File: src/mmusr_defs.svh
// Constants for the memory management status and recovery register bank.
// Assumes inclusion by bare name from the package and the design module.
`ifndef MMUSR_DEFS_SVH
`define MMUSR_DEFS_SVH
`define MMUSR_ADDR_FSC 16'hff7a
`define MMUSR_ADDR_RMR 16'hff7c
`define MMUSR_ADDR_IAR 16'hff7e
`define MMUSR_SEL_FSC 2'h1
`define MMUSR_SEL_RMR 2'h2
`define MMUSR_SEL_IAR 2'h3
`define MMUSR_MODE_KERNEL 2'h0
`define MMUSR_MODE_SUPER 2'h1
`define MMUSR_MODE_NONE 2'h2
`define MMUSR_MODE_USER 2'h3
`define MMUSR_BIT_COMP 7
`define MMUSR_BIT_DSPACE 4
`define MMUSR_BIT_RELOCATION_ACTIVE 0
`define MMUSR_ACF_ABORT 3'h7
`define MMUSR_USP_GRA 4'hf
`define MMUSR_RESET_WORD 16'h0000
`endif

File: src/mmusr_pkg.sv
// Types shared by the status and recovery register bank.
// Assumes the defs header sits in the same folder.
`include "mmusr_defs.svh"
package mmusr_pkg;
   typedef logic [15:0] mmusr_word_t;
   typedef logic [1:0] mmusr_mode_t;
endpackage

File: src/mmusr_regs.sv
// Status 0/1/2 registers and internal data bus read multiplexer.
// Assumes the processor supplies one-cycle strobes in the clk_i domain.
`timescale 1ns/1ps
`include "mmusr_defs.svh"

// Functional notes
// - Clear instruction-complete at new instruction if no paging error before.
// - Set instruction-complete when interrupt-entry microstate is decoded.
// - Mode field codes kernel 00, supervisor 01, user 11.
// - Mode 10 selects no space; every access aborts while relocation is active.
// - Load mode, I/D and page at pause end under strobe conditions.
// - After a paging error the faulting mode field is kept.
// - I/D bit is 1 for data space, 0 for instruction space.
// - Page number from virtual address 15:13 into bits 3:1.
// - Relocation enable bit is set only by a software write.
// - Console physical access suppresses relocation.
// - Status 1 is 16-bit and read only.
// - First modification to low byte, second to high byte.
// - Register number in low three bits; register 17 logs as R6.
// - Amount in bits 6:3 or 14:11; constants 1, 2, 4, 8.
// - Decrement stores two's complement; increment stores plain constant.
// - Byte MSB is sign: 1 decrement, 0 increment.
// - Instruction register load clears status 1 and seen flag.
// - Interrupt entry with no error clears status 1 and seen flag.
// - Status 2 loads the virtual address at each instruction fetch.
// - Status 2 loads the trap vector at interrupt or trap start.
// - Status 2 ignores software writes.
// - Read mux selects by address 2:1 or page register.
// - Drive data bus only on read strobe, hit, no yield.
// - Status registers decode at 777572, 777574, 777576.
module mmusr_regs
   import mmusr_pkg::*;
(
   // Clock and reset
   input wire logic clk_i,
   input wire logic srst_i,
   // Processor address and cycle timing
   input wire logic [15:0] virt_addr_i,
   input wire logic bust_t5_i,
   input wire logic pause_end_i,
   input wire logic bus_end_abandon_i,
   input wire logic page_register_hit_i,
   input wire logic paging_error_i,
   // Current space mode one-hot decode and space
   input wire logic kernel_space_i,
   input wire logic super_space_i,
   input wire logic user_space_i,
   input wire logic data_space_i,
   input wire logic console_physical_access_i,
   // Register write from the processor
   input wire logic write_strobe_i,
   input wire logic [15:0] write_data_i,
   // Microstate decodes
   input wire logic interrupt_entry_microstate_i,
   input wire logic instruction_register_load_i,
   input wire logic instruction_load_microfield_i,
   input wire logic [15:0] trap_vector_i,
   // Register modification events
   input wire logic modify_event_i,
   input wire logic [3:0] general_register_number_i,
   input wire logic [3:0] modify_constant_select_i,
   input wire logic decrement_flag_i,
   // Page register and read path
   input wire logic [15:0] page_register_pair_i,
   input wire logic processor_read_strobe_i,
   input wire logic bus_yield_request_i,
   // Outputs
   output logic relocation_active_o,
   output logic abort_no_space_o,
   output logic status_register_hit_o,
   output logic [15:0] int_bus_data_o,
   output logic int_bus_drive_o
);
   mmusr_word_t fsc_q;
   mmusr_word_t rmr_q;
   mmusr_word_t iar_q;
   logic one_modification_seen_q;
   logic hit_q;
   logic error_seen_q;
   logic hit_d;
   logic strobe_ok;
   logic new_instr;
   logic wr_fsc;
   mmusr_mode_t mode_d;
   logic [2:0] gra3;
   logic [3:0] amount;
   logic [7:0] rec_byte;
   mmusr_word_t mux_word;

   // ----------------------------------------
   // Address decode
   // ----------------------------------------
   always_comb begin
      hit_d = (virt_addr_i == `MMUSR_ADDR_FSC) ||
              (virt_addr_i == `MMUSR_ADDR_RMR) ||
              (virt_addr_i == `MMUSR_ADDR_IAR);
   end

   // Hit latched at bust T5 so it stays stable over the pause cycle
   always_ff @(posedge clk_i) begin
      if (srst_i) begin
         hit_q <= 1'b0;
      end else if (bust_t5_i) begin
         hit_q <= hit_d;
      end
   end
   assign status_register_hit_o = hit_q;
   assign wr_fsc = write_strobe_i && hit_q && (virt_addr_i[2:1] == `MMUSR_SEL_FSC);

   // ----------------------------------------
   // Status 0
   // ----------------------------------------
   assign relocation_active_o = fsc_q[`MMUSR_BIT_RELOCATION_ACTIVE] && !console_physical_access_i;
   assign abort_no_space_o = relocation_active_o &&
                             (fsc_q[6:5] == `MMUSR_MODE_NONE);
   assign strobe_ok = relocation_active_o && !bus_end_abandon_i && !hit_q &&
                      !page_register_hit_i && !error_seen_q;
   assign new_instr = instruction_load_microfield_i;

   always_comb begin
      if (kernel_space_i) begin
         mode_d = `MMUSR_MODE_KERNEL;
      end else if (super_space_i) begin
         mode_d = `MMUSR_MODE_SUPER;
      end else if (user_space_i) begin
         mode_d = `MMUSR_MODE_USER;
      end else begin
         mode_d = `MMUSR_MODE_NONE;
      end
   end

   // Error flag is sticky until a new instruction; a new error wins
   always_ff @(posedge clk_i) begin
      if (srst_i) begin
         error_seen_q <= 1'b0;
      end else if (paging_error_i) begin
         error_seen_q <= 1'b1;
      end else if (new_instr) begin
         error_seen_q <= 1'b0;
      end
   end

   always_ff @(posedge clk_i) begin
      if (srst_i) begin
         fsc_q <= `MMUSR_RESET_WORD;
      end else begin
         if (wr_fsc) begin
            fsc_q[`MMUSR_BIT_RELOCATION_ACTIVE] <= write_data_i[0];
         end
         if (pause_end_i && strobe_ok) begin
            fsc_q[6:5] <= mode_d;
            fsc_q[`MMUSR_BIT_DSPACE] <= data_space_i;
            fsc_q[3:1] <= virt_addr_i[15:13];
         end
         if (interrupt_entry_microstate_i) begin
            fsc_q[`MMUSR_BIT_COMP] <= 1'b1;
         end else if (new_instr && !error_seen_q) begin
            fsc_q[`MMUSR_BIT_COMP] <= 1'b0;
         end
      end
   end

   // ----------------------------------------
   // Status 1
   // ----------------------------------------
   // Register 17 drops its low bit so it reads as R6
   assign gra3 = (general_register_number_i == `MMUSR_USP_GRA) ? 3'h6 :
                 general_register_number_i[2:0];
   assign amount = decrement_flag_i ? (~modify_constant_select_i + 4'h1) :
                   modify_constant_select_i;
   assign rec_byte = {decrement_flag_i, amount, gra3};

   always_ff @(posedge clk_i) begin
      if (srst_i) begin
         rmr_q <= `MMUSR_RESET_WORD;
         one_modification_seen_q <= 1'b0;
      end else if (instruction_register_load_i ||
                   (interrupt_entry_microstate_i && !error_seen_q)) begin
         // A modification in the clearing cycle starts the new record
         rmr_q <= modify_event_i ? {8'h00, rec_byte} : `MMUSR_RESET_WORD;
         one_modification_seen_q <= modify_event_i;
      end else if (modify_event_i) begin
         if (!one_modification_seen_q) begin
            rmr_q[7:0] <= rec_byte;
         end else begin
            rmr_q[15:8] <= rec_byte;
         end
         one_modification_seen_q <= 1'b1;
      end
   end

   // ----------------------------------------
   // Status 2
   // ----------------------------------------
   // No write path exists: status 1 and 2 are read only
   always_ff @(posedge clk_i) begin
      if (srst_i) begin
         iar_q <= `MMUSR_RESET_WORD;
      end else if (interrupt_entry_microstate_i) begin
         iar_q <= trap_vector_i;
      end else if (instruction_load_microfield_i) begin
         iar_q <= virt_addr_i;
      end
   end

   // ----------------------------------------
   // Read multiplexer
   // ----------------------------------------
   always_comb begin
      if (page_register_hit_i) begin
         mux_word = page_register_pair_i;
      end else begin
         case (virt_addr_i[2:1])
            `MMUSR_SEL_FSC: mux_word = fsc_q;
            `MMUSR_SEL_RMR: mux_word = rmr_q;
            `MMUSR_SEL_IAR: mux_word = iar_q;
            default: mux_word = `MMUSR_RESET_WORD;
         endcase
      end
   end

   assign int_bus_drive_o = processor_read_strobe_i && (hit_q || page_register_hit_i) &&
                            !bus_yield_request_i;
   assign int_bus_data_o = int_bus_drive_o ? mux_word : `MMUSR_RESET_WORD;

   // ----------------------------------------
   // Assertions
   // ----------------------------------------
   property p_relocation_active_write;
      @(posedge clk_i) disable iff (srst_i)
      wr_fsc |=> (fsc_q[0] == $past(write_data_i[0]));
   endproperty
   a_relocation_active_write: assert property (p_relocation_active_write) else $error("relocation_active bit not written");

   property p_console;
      @(posedge clk_i) disable iff (srst_i)
      console_physical_access_i |-> !relocation_active_o;
   endproperty
   a_console: assert property (p_console) else $error("console access relocated");

   property p_comp_set;
      @(posedge clk_i) disable iff (srst_i)
      interrupt_entry_microstate_i |=> fsc_q[7];
   endproperty
   a_comp_set: assert property (p_comp_set) else $error("complete bit not set");

   property p_comp_clr;
      @(posedge clk_i) disable iff (srst_i)
      (new_instr && !error_seen_q && !interrupt_entry_microstate_i) |=> !fsc_q[7];
   endproperty
   a_comp_clr: assert property (p_comp_clr) else $error("complete bit not cleared");

   property p_hold_mode;
      @(posedge clk_i) disable iff (srst_i)
      error_seen_q |=> $stable(fsc_q[6:1]);
   endproperty
   a_hold_mode: assert property (p_hold_mode) else $error("mode changed after error");

   property p_page;
      @(posedge clk_i) disable iff (srst_i)
      (pause_end_i && strobe_ok) |=> (fsc_q[3:1] == $past(virt_addr_i[15:13]));
   endproperty
   a_page: assert property (p_page) else $error("page number not captured");

   property p_rmr_clear;
      @(posedge clk_i) disable iff (srst_i)
      (instruction_register_load_i && !modify_event_i) |=>
         (rmr_q == 16'h0000) && !one_modification_seen_q;
   endproperty
   a_rmr_clear: assert property (p_rmr_clear) else $error("status 1 not cleared");

   property p_second_mod;
      @(posedge clk_i) disable iff (srst_i)
      (modify_event_i && one_modification_seen_q && !instruction_register_load_i &&
       !interrupt_entry_microstate_i) |=> (rmr_q[15:8] == $past(rec_byte)) && $stable(rmr_q[7:0]);
   endproperty
   a_second_mod: assert property (p_second_mod) else $error("high byte record wrong");

   property p_iar_fetch;
      @(posedge clk_i) disable iff (srst_i)
      (instruction_load_microfield_i && !interrupt_entry_microstate_i) |=>
         (iar_q == $past(virt_addr_i));
   endproperty
   a_iar_fetch: assert property (p_iar_fetch) else $error("status 2 missed fetch");

   property p_drive;
      @(posedge clk_i) disable iff (srst_i)
      bus_yield_request_i |-> !int_bus_drive_o && (int_bus_data_o == 16'h0000);
   endproperty
   a_drive: assert property (p_drive) else $error("bus driven during yield");

   property p_mode_super;
      @(posedge clk_i) disable iff (srst_i)
      (pause_end_i && strobe_ok && super_space_i && !kernel_space_i) |=>
         (fsc_q[6:5] == `MMUSR_MODE_SUPER);
   endproperty
   a_mode_super: assert property (p_mode_super) else $error("super mode code wrong");

   property p_no_space;
      @(posedge clk_i) disable iff (srst_i)
      (pause_end_i && strobe_ok && !kernel_space_i && !super_space_i && !user_space_i) |=>
         (fsc_q[6:5] == `MMUSR_MODE_NONE);
   endproperty
   a_no_space: assert property (p_no_space) else $error("no-space code wrong");

   property p_blocked;
      @(posedge clk_i) disable iff (srst_i)
      (pause_end_i && (bus_end_abandon_i || hit_q || page_register_hit_i)) |=>
         $stable(fsc_q[6:1]);
   endproperty
   a_blocked: assert property (p_blocked) else $error("capture not blocked");

   property p_dspace;
      @(posedge clk_i) disable iff (srst_i)
      (pause_end_i && strobe_ok) |=> (fsc_q[4] == $past(data_space_i));
   endproperty
   a_dspace: assert property (p_dspace) else $error("space bit wrong");

   property p_relocation_active_only;
      @(posedge clk_i) disable iff (srst_i)
      !wr_fsc |=> $stable(fsc_q[0]);
   endproperty
   a_relocation_active_only: assert property (p_relocation_active_only) else $error("enable bit moved");

   property p_rmr_ro;
      @(posedge clk_i) disable iff (srst_i)
      (write_strobe_i && !modify_event_i && !instruction_register_load_i &&
       !interrupt_entry_microstate_i) |=> $stable(rmr_q);
   endproperty
   a_rmr_ro: assert property (p_rmr_ro) else $error("status 1 written");

   property p_first_mod;
      @(posedge clk_i) disable iff (srst_i)
      (modify_event_i && !one_modification_seen_q && !instruction_register_load_i &&
       !interrupt_entry_microstate_i) |=>
         one_modification_seen_q && (rmr_q[7] == $past(decrement_flag_i)) &&
         $stable(rmr_q[15:8]);
   endproperty
   a_first_mod: assert property (p_first_mod) else $error("low byte wrong");

   property p_usp;
      @(posedge clk_i) disable iff (srst_i)
      (modify_event_i && one_modification_seen_q && !instruction_register_load_i &&
       !interrupt_entry_microstate_i && (general_register_number_i == `MMUSR_USP_GRA)) |=>
         (rmr_q[10:8] == 3'h6);
   endproperty
   a_usp: assert property (p_usp) else $error("register 17 not logged as 6");

   property p_amount_dec;
      @(posedge clk_i) disable iff (srst_i)
      (modify_event_i && one_modification_seen_q && decrement_flag_i &&
       !instruction_register_load_i && !interrupt_entry_microstate_i) |=>
         (4'(rmr_q[14:11] + $past(modify_constant_select_i)) == 4'h0) && rmr_q[15];
   endproperty
   a_amount_dec: assert property (p_amount_dec) else $error("dec amount wrong");

   property p_rmr_irq;
      @(posedge clk_i) disable iff (srst_i)
      (interrupt_entry_microstate_i && !error_seen_q && !modify_event_i) |=>
         (rmr_q == `MMUSR_RESET_WORD) && !one_modification_seen_q;
   endproperty
   a_rmr_irq: assert property (p_rmr_irq) else $error("status 1 kept at interrupt");

   property p_iar_trap;
      @(posedge clk_i) disable iff (srst_i)
      interrupt_entry_microstate_i |=> (iar_q == $past(trap_vector_i));
   endproperty
   a_iar_trap: assert property (p_iar_trap) else $error("trap vector not held");

   property p_mux_rmr;
      @(posedge clk_i) disable iff (srst_i)
      (int_bus_drive_o && !page_register_hit_i && (virt_addr_i[2:1] == `MMUSR_SEL_RMR)) |->
         (int_bus_data_o == rmr_q);
   endproperty
   a_mux_rmr: assert property (p_mux_rmr) else $error("status 1 not selected");

   property p_mux_page;
      @(posedge clk_i) disable iff (srst_i)
      (int_bus_drive_o && page_register_hit_i) |-> (int_bus_data_o == page_register_pair_i);
   endproperty
   a_mux_page: assert property (p_mux_page) else $error("page register not selected");

   property p_hit_set;
      @(posedge clk_i) disable iff (srst_i)
      (bust_t5_i && (virt_addr_i == `MMUSR_ADDR_IAR)) |=> status_register_hit_o;
   endproperty
   a_hit_set: assert property (p_hit_set) else $error("status 2 address missed");

   c_second: cover property (@(posedge clk_i) disable iff (srst_i)
      modify_event_i && one_modification_seen_q);
   c_read: cover property (@(posedge clk_i) disable iff (srst_i) int_bus_drive_o && hit_q);
   c_abort: cover property (@(posedge clk_i) disable iff (srst_i) abort_no_space_o);
endmodule

File: config.mk
export PLATFORM = sky130hd
export DESIGN_NAME = mmusr_regs
export DESIGN_NICKNAME = d
export VERILOG_FILES = /design/src/mmusr_pkg.sv /design/src/mmusr_regs.sv
export VERILOG_INCLUDE_DIRS = /design/src
export SDC_FILE = /design/constraint.sdc
export NUM_CORES = 1
export LEC_CHECK = 0
export ABC_AREA = 1
export BUFFER_PORTS_ARGS = -buffer_cell sky130_fd_sc_hd__buf_2
export CORE_UTILIZATION = 25
export CTS_BUF_LIST = sky130_fd_sc_hd__clkbuf_16
export DETAILED_ROUTE_END_ITERATION = 16
export HOLD_SLACK_MARGIN = 0.1
export PLACE_DENSITY = 0.47
export SKIP_LAST_GASP = 1
export SLEW_MARGIN = 20
export SYNTH_ARGS = -nofsm -noshare
export SYNTH_HDL_FRONTEND = slang
export SYNTH_SLANG_ARGS = --single-unit
File: constraint.sdc
create_clock -name clk_i -period 1.4 [get_ports clk_i]
set_input_delay 0.07 -clock clk_i [delete_from_list [all_inputs] [get_ports clk_i]]
set_output_delay 0.07 -clock clk_i [all_outputs]
set_load 0.02 [all_outputs]
Yosys cells after proc, flatten, opt, wreduce, memory -nomap -nowiden
Cells that the tools add are included.
{"block": "op_classes", "n_addsub": 1, "multipliers": 0, "div_mod_pow": 0, "n_lt_le_gt_ge": 0, "n_eq_ne": 9, "shift": 0, "mux": 21, "bitwise_logic": 1, "n_reduce_logical": 30}
{"cell": "$mux 16", "n": 6}
{"cell": "$eq 16x16->1 const B", "n": 3}
{"cell": "$pmux 16 s3", "n": 1}
{"cell": "$mux 8", "n": 3}
{"cell": "$logic_and 1x1->1", "n": 13}
{"cell": "$reduce_bool 2->1", "n": 5}
{"cell": "$mux 1", "n": 7}
{"cell": "$eq 2x2->1 const B", "n": 3}
{"cell": "$logic_not 1->1", "n": 6}
{"cell": "$add 4x1->4 const B", "n": 1}
{"cell": "$eq 4x4->1 const B", "n": 1}
{"cell": "$logic_or 1x1->1", "n": 4}
{"cell": "$mux 2", "n": 2}
{"cell": "$mux 4", "n": 1}
{"cell": "$not 4->4", "n": 1}
{"cell": "$reduce_and 2->1", "n": 2}
{"cell": "$mux 3", "n": 1}
{"cell": "$eq 2x1->1 const B", "n": 1}
{"cell": "$ne 2x1->1 const B", "n": 1}
{"block": "totals", "regBits": 43, "latch_bits": 0, "ram_bits": 0, "romBits": 0, "inputBits": 92, "out_inout_bits": 20, "memories": 0}

Longest topological paths before layout
{"block": "depth", "ltp_word": 7, "mapped_depth": 7, "ltp_nobuf": 7}

Worst setup path before layout
OpenSTA, ideal clock, no wires.
{"block": "synth_timing", "path_kind": "reg2out", "startpoint": "reg hit_q, in the netlist status_register_hit_o", "endpoint": "out int_bus_data_o[0]", "t_arrival_ns": 1.191, "t_required_ns": 1.330, "slack_ns": 0.139, "stages_incl_launch_ff": 6, "path_buffers": 1, "path_cell_list": "dfxtp_1 inv_1 nand2_4 nand2_4 buf_6 a21oi_1"}
{"block": "synth_between", "elab_chain_cells": 4}
{"element": "start: declaration", "line_no": "mmusr_regs.sv:78", "source": "logic hit_q;"}
{"element": "start signal: assignment", "line_no": "mmusr_regs.sv:104", "source": "hit_q <= hit_d;"}
{"element": "$logic_or 1x1->1", "line_no": "mmusr_regs.sv:222", "source": "assign int_bus_drive_o = processor_read_strobe_i && (hit_q || page_register_hit_i) &&"}
{"element": "$logic_and 1x1->1 (2 in a row)", "line_no": "mmusr_regs.sv:222"}
{"element": "$mux 16 (no source line)"}
{"element": "end: declaration", "line_no": "mmusr_regs.sv:71", "source": "output logic [15:0] int_bus_data_o,"}
Every way passes these cells.

Final worst setup path
{"block": "layout_timing", "startpoint": "reg hit_q, in the netlist status_register_hit_o", "endpoint": "out int_bus_data_o[10]"}
Same word-level chain as after synthesis.

==> out/metrics.cfg <==
[worst_setup_path]
critical_path_buf_inv_count=4
worstReg2RegEnd=fsc_q[0]
setup.reg_to_reg.worst_slack_ns=0.13
cp_data_arrival_time_ns=1.27
r2r.worst_path.cells=4
timing.critical_path.from=status_register_hit_o
path_cells=inv_4 > nand2_8 > nand2_8 > inv_1 > o211ai_1 > inv_1 > buf_4
startpoint_type=flop
crit_path_top_delay_cell=dfxtp_2
critical_r2r_launch=status_register_hit_o
setup.worst_path.class=flop to output pin
critical_path_depth=7
maximum_single_stage_delay_on_the_critical_path_ns=0.36
critical_path.endpoint_type=output pin
path_max_fanout=8
critical-path-top-delay-family=flip-flops
required_time_of_the_worst_setup_path_ns=1.33

[placement]
dp_cells=633
placement.io_buffers=96
gp_congestion=0.805
pre_cts_ws_ns=0.161
dp_hpwl_mm=6.45

[floorplanning]
die_width_microns=102
num_io_pins=112
height_of_the_chip_microns=102
die_area_sq_um=10400
initial_core_utilization_pct=25.7
std_cell_rows=36
design.core.area_sq_um=9730

[worst_hold_path]
timing.hold.worst.class=primary input to flop
timing.hold.worst.start=trap_vector_i[1]
number_of_cells_on_the_worst_hold_path=5
hold_end=iar_q[1]

[yosys]
post_synth_instance_area_sq_um=2500
postSynthNetCount=500
synthDominantCellAreaShare_pct=34.5
yosys-top-cells-area=dfxtp_1 34%, nand2_1 21%, inv_1 7.8%
syn_inst=407
ys_seq_elements=43
synth-seq-area-share_pct=34.5
cell_variety_after_synth=26
average_footprint_of_a_synthesized_cell_sq_um=6.14
synth_area_leader_cell=dfxtp_1
yosys_warnings=0

[route]
route.detailed.drc=0
routed_wire_length_per_instance_microns=12.3
via_count=2824
avgViaCountPerCell=4.28
initialDrtViolationCount=103
wirelength_mm=8.13
dr.pass1.iters=4
route.antenna.remaining_nets=0

[clocking]
cts.root.buffer_cell=clkbuf_16
ctsHtreeMaxLevel=2
cts_buffer_depth=2
numClockSinks=43
clkTransAtPathRegs_ns=0.07
cts_buffers=5
insertion_delay_ns=0.29
cts_tree=built

[sta]
worst_clock_skew_ns=0.00686
worst_slack_ns=0.0565
setup_viol=0
max_slew_margin_pct=66.6
slew_violations=0
hold_violations=0
worst_slew_pin_slew_ns=0.499
post-route-period-util_pct=96.0
layout_min_cycle_time_ns=1.34
fin_setup_tns_ns=0
fmax_ghz=0.744
rsz_0062_raised_after_global_routing=true

[layout]
area.growth.synth_to_final_pct=43.1
layout.cells.non_filler=660
num-nets-final=619
post_route_cells_drive_above_1_share_pct=26.8
antenna_cells=0
utilization_pct=36.7

[flow_run]
maxCapViolCount=0

[grt]
maximum_number_of_pins_on_one_net_before_global_route_repair=21
global_route_wire_length_before_repair_mm=12.2
grt_pass1_vias=2492
initial_antenna_violation_count=0
gr-total-overflow=0
groute.usage.overall_pct=15.6

[power]
leakagePower_nw=1.80
pwr_density_nw_per_um2=859
maximum_vdd_drop_uv=464
report.power.total_w=0.00307

[run_status]
run_status=finished, final reports clean

area by class of cell:
| cell class | count | area, sq um |
|---|---|---|
| fill | 1133 | 6150 |
| multi-input combinational | 296 | 1410 |
| sequential | 43 | 862 |
| timing repair buffer | 124 | 769 |
| inverter | 56 | 213 |
| tap | 133 | 166 |
| clock buffer | 5 | 125 |
| clock inverter | 3 | 26.3 |
cell usage in the layout (no fill, tap or decap), types with 5 or more instances in the layout:
cell / count
buf_4: 15
buf_6: 5
nor2_1: 39
dfxtp_1: 42
inv_1: 51
buf_2: 88
o21ai_0: 26
nand2_1: 138
o211ai_1: 7
dlygate4sd3_1: 16
clkbuf_16: 5
nor2_2: 6
nand3_1: 28
o21ai_1: 6
a21oi_1: 29
sequential cells by signal (all words and copies together) (netlist names):
| name | flops |
|---|---|
| iar_q | 16 |
| rmr_q | 16 |
| status_register_hit_o | 1 |
| fsc_q | 8 |
| one_modification_seen_q | 1 |
| error_seen_q | 1 |
power by group:
group | total, W | leakage, nW | switching [W] | internal [W]
Sequential | 0.00130 | 0.353 | 0.0000307 | 0.00127
Clock | 0.00121 | 0.0752 | 0.000528 | 0.000680
Combinational | 0.000559 | 1.37 | 0.000320 | 0.000239
worst max path at each step:
stage / to / slack (ns)
6_report: int_bus_data_o[10] / 0.06
5_1_grt: int_bus_data_o[12] / -0.02
4_1_cts: int_bus_data_o[10] / -0.007
3_5_place_dp: rmr_q[0] / 0.16
3_3_place_gp: int_bus_data_o[3] / 0.18
2_1_floorplan: int_bus_data_o[0] / 0.14
kinds of logic (layout without fill, tap and decap cells):
logic type      Yosys count  after routing  share of synthesized area (%)
compound gates           72             72                           16.2
xor+xnor                  1              1                          0.351
fa+ha+maj                 1              1                          0.501
buf+inv                  69            188                           11.2
flops                    43             43                           34.5
simple gates            221            222                           37.4
worst register-to-register path, cell delays in order (launching register included):
cell           delay (ns)
dfxtp_2              0.36
nand3_1              0.10
o21ai_1              0.13
a21oi_1              0.05
dlygate4sd3_1        0.54
repair_timing:
action / CTS / global route
buffers inserted: 0 / 2
pin swaps: 0 / 6
endpoints found under the hold margin: 19 / 0
gates resized for setup: 2 / 29
gates cloned: 0 / 1
hold buffers: 16 / 0
setup endpoints to repair: 8 / 9
synthesized netlist by cell type:
| cell | count |
|---|---|
| nand2_1 | 138 |
| inv_1 | 52 |
| nor2_1 | 45 |
| dfxtp_1 | 43 |
| o21ai_0 | 31 |
| a21oi_1 | 29 |
| nand3_1 | 28 |
| buf_2 | 7 |
| o211ai_1 | 7 |
| nand2_4 | 4 |
| clkbuf_1 | 3 |
| inv_2 | 3 |
| a21oi_2 | 2 |
| nor2_2 | 2 |
| nor2_4 | 2 |
| a22oi_1 | 1 |
| a31oi_4 | 1 |
| buf_1 | 1 |
| buf_4 | 1 |
| buf_6 | 1 |
| clkinv_1 | 1 |
| ha_1 | 1 |
| nand3_2 | 1 |
| nor3_4 | 1 |
| o21ai_1 | 1 |
| xnor2_1 | 1 |
routing by layer:
layer / GRT usage, % / share of wire (%) / vias up
li1: - / - / 1511
met1: 20.9 / 49 / 1242
met2: 25.9 / 46 / 66
met3: 3.01 / 4.2 / 5
met4: 3.30 / 0.65 / 0
met5: 0 / 0 / -
stage by stage:
| stage | hold WS (ns) | instance area [sq um] |
|---|---|---|
| after global routing | 0.125 | 3570 |
| final | 0.105 | 3570 |
| after floorplan | 0.187 | 2500 |
| after CTS | 0.104 | 3460 |
| after detailed placement | 0.313 | 3150 |
| after global placement | 0.300 | 3150 |
Power figures use the tool's default switching activity.
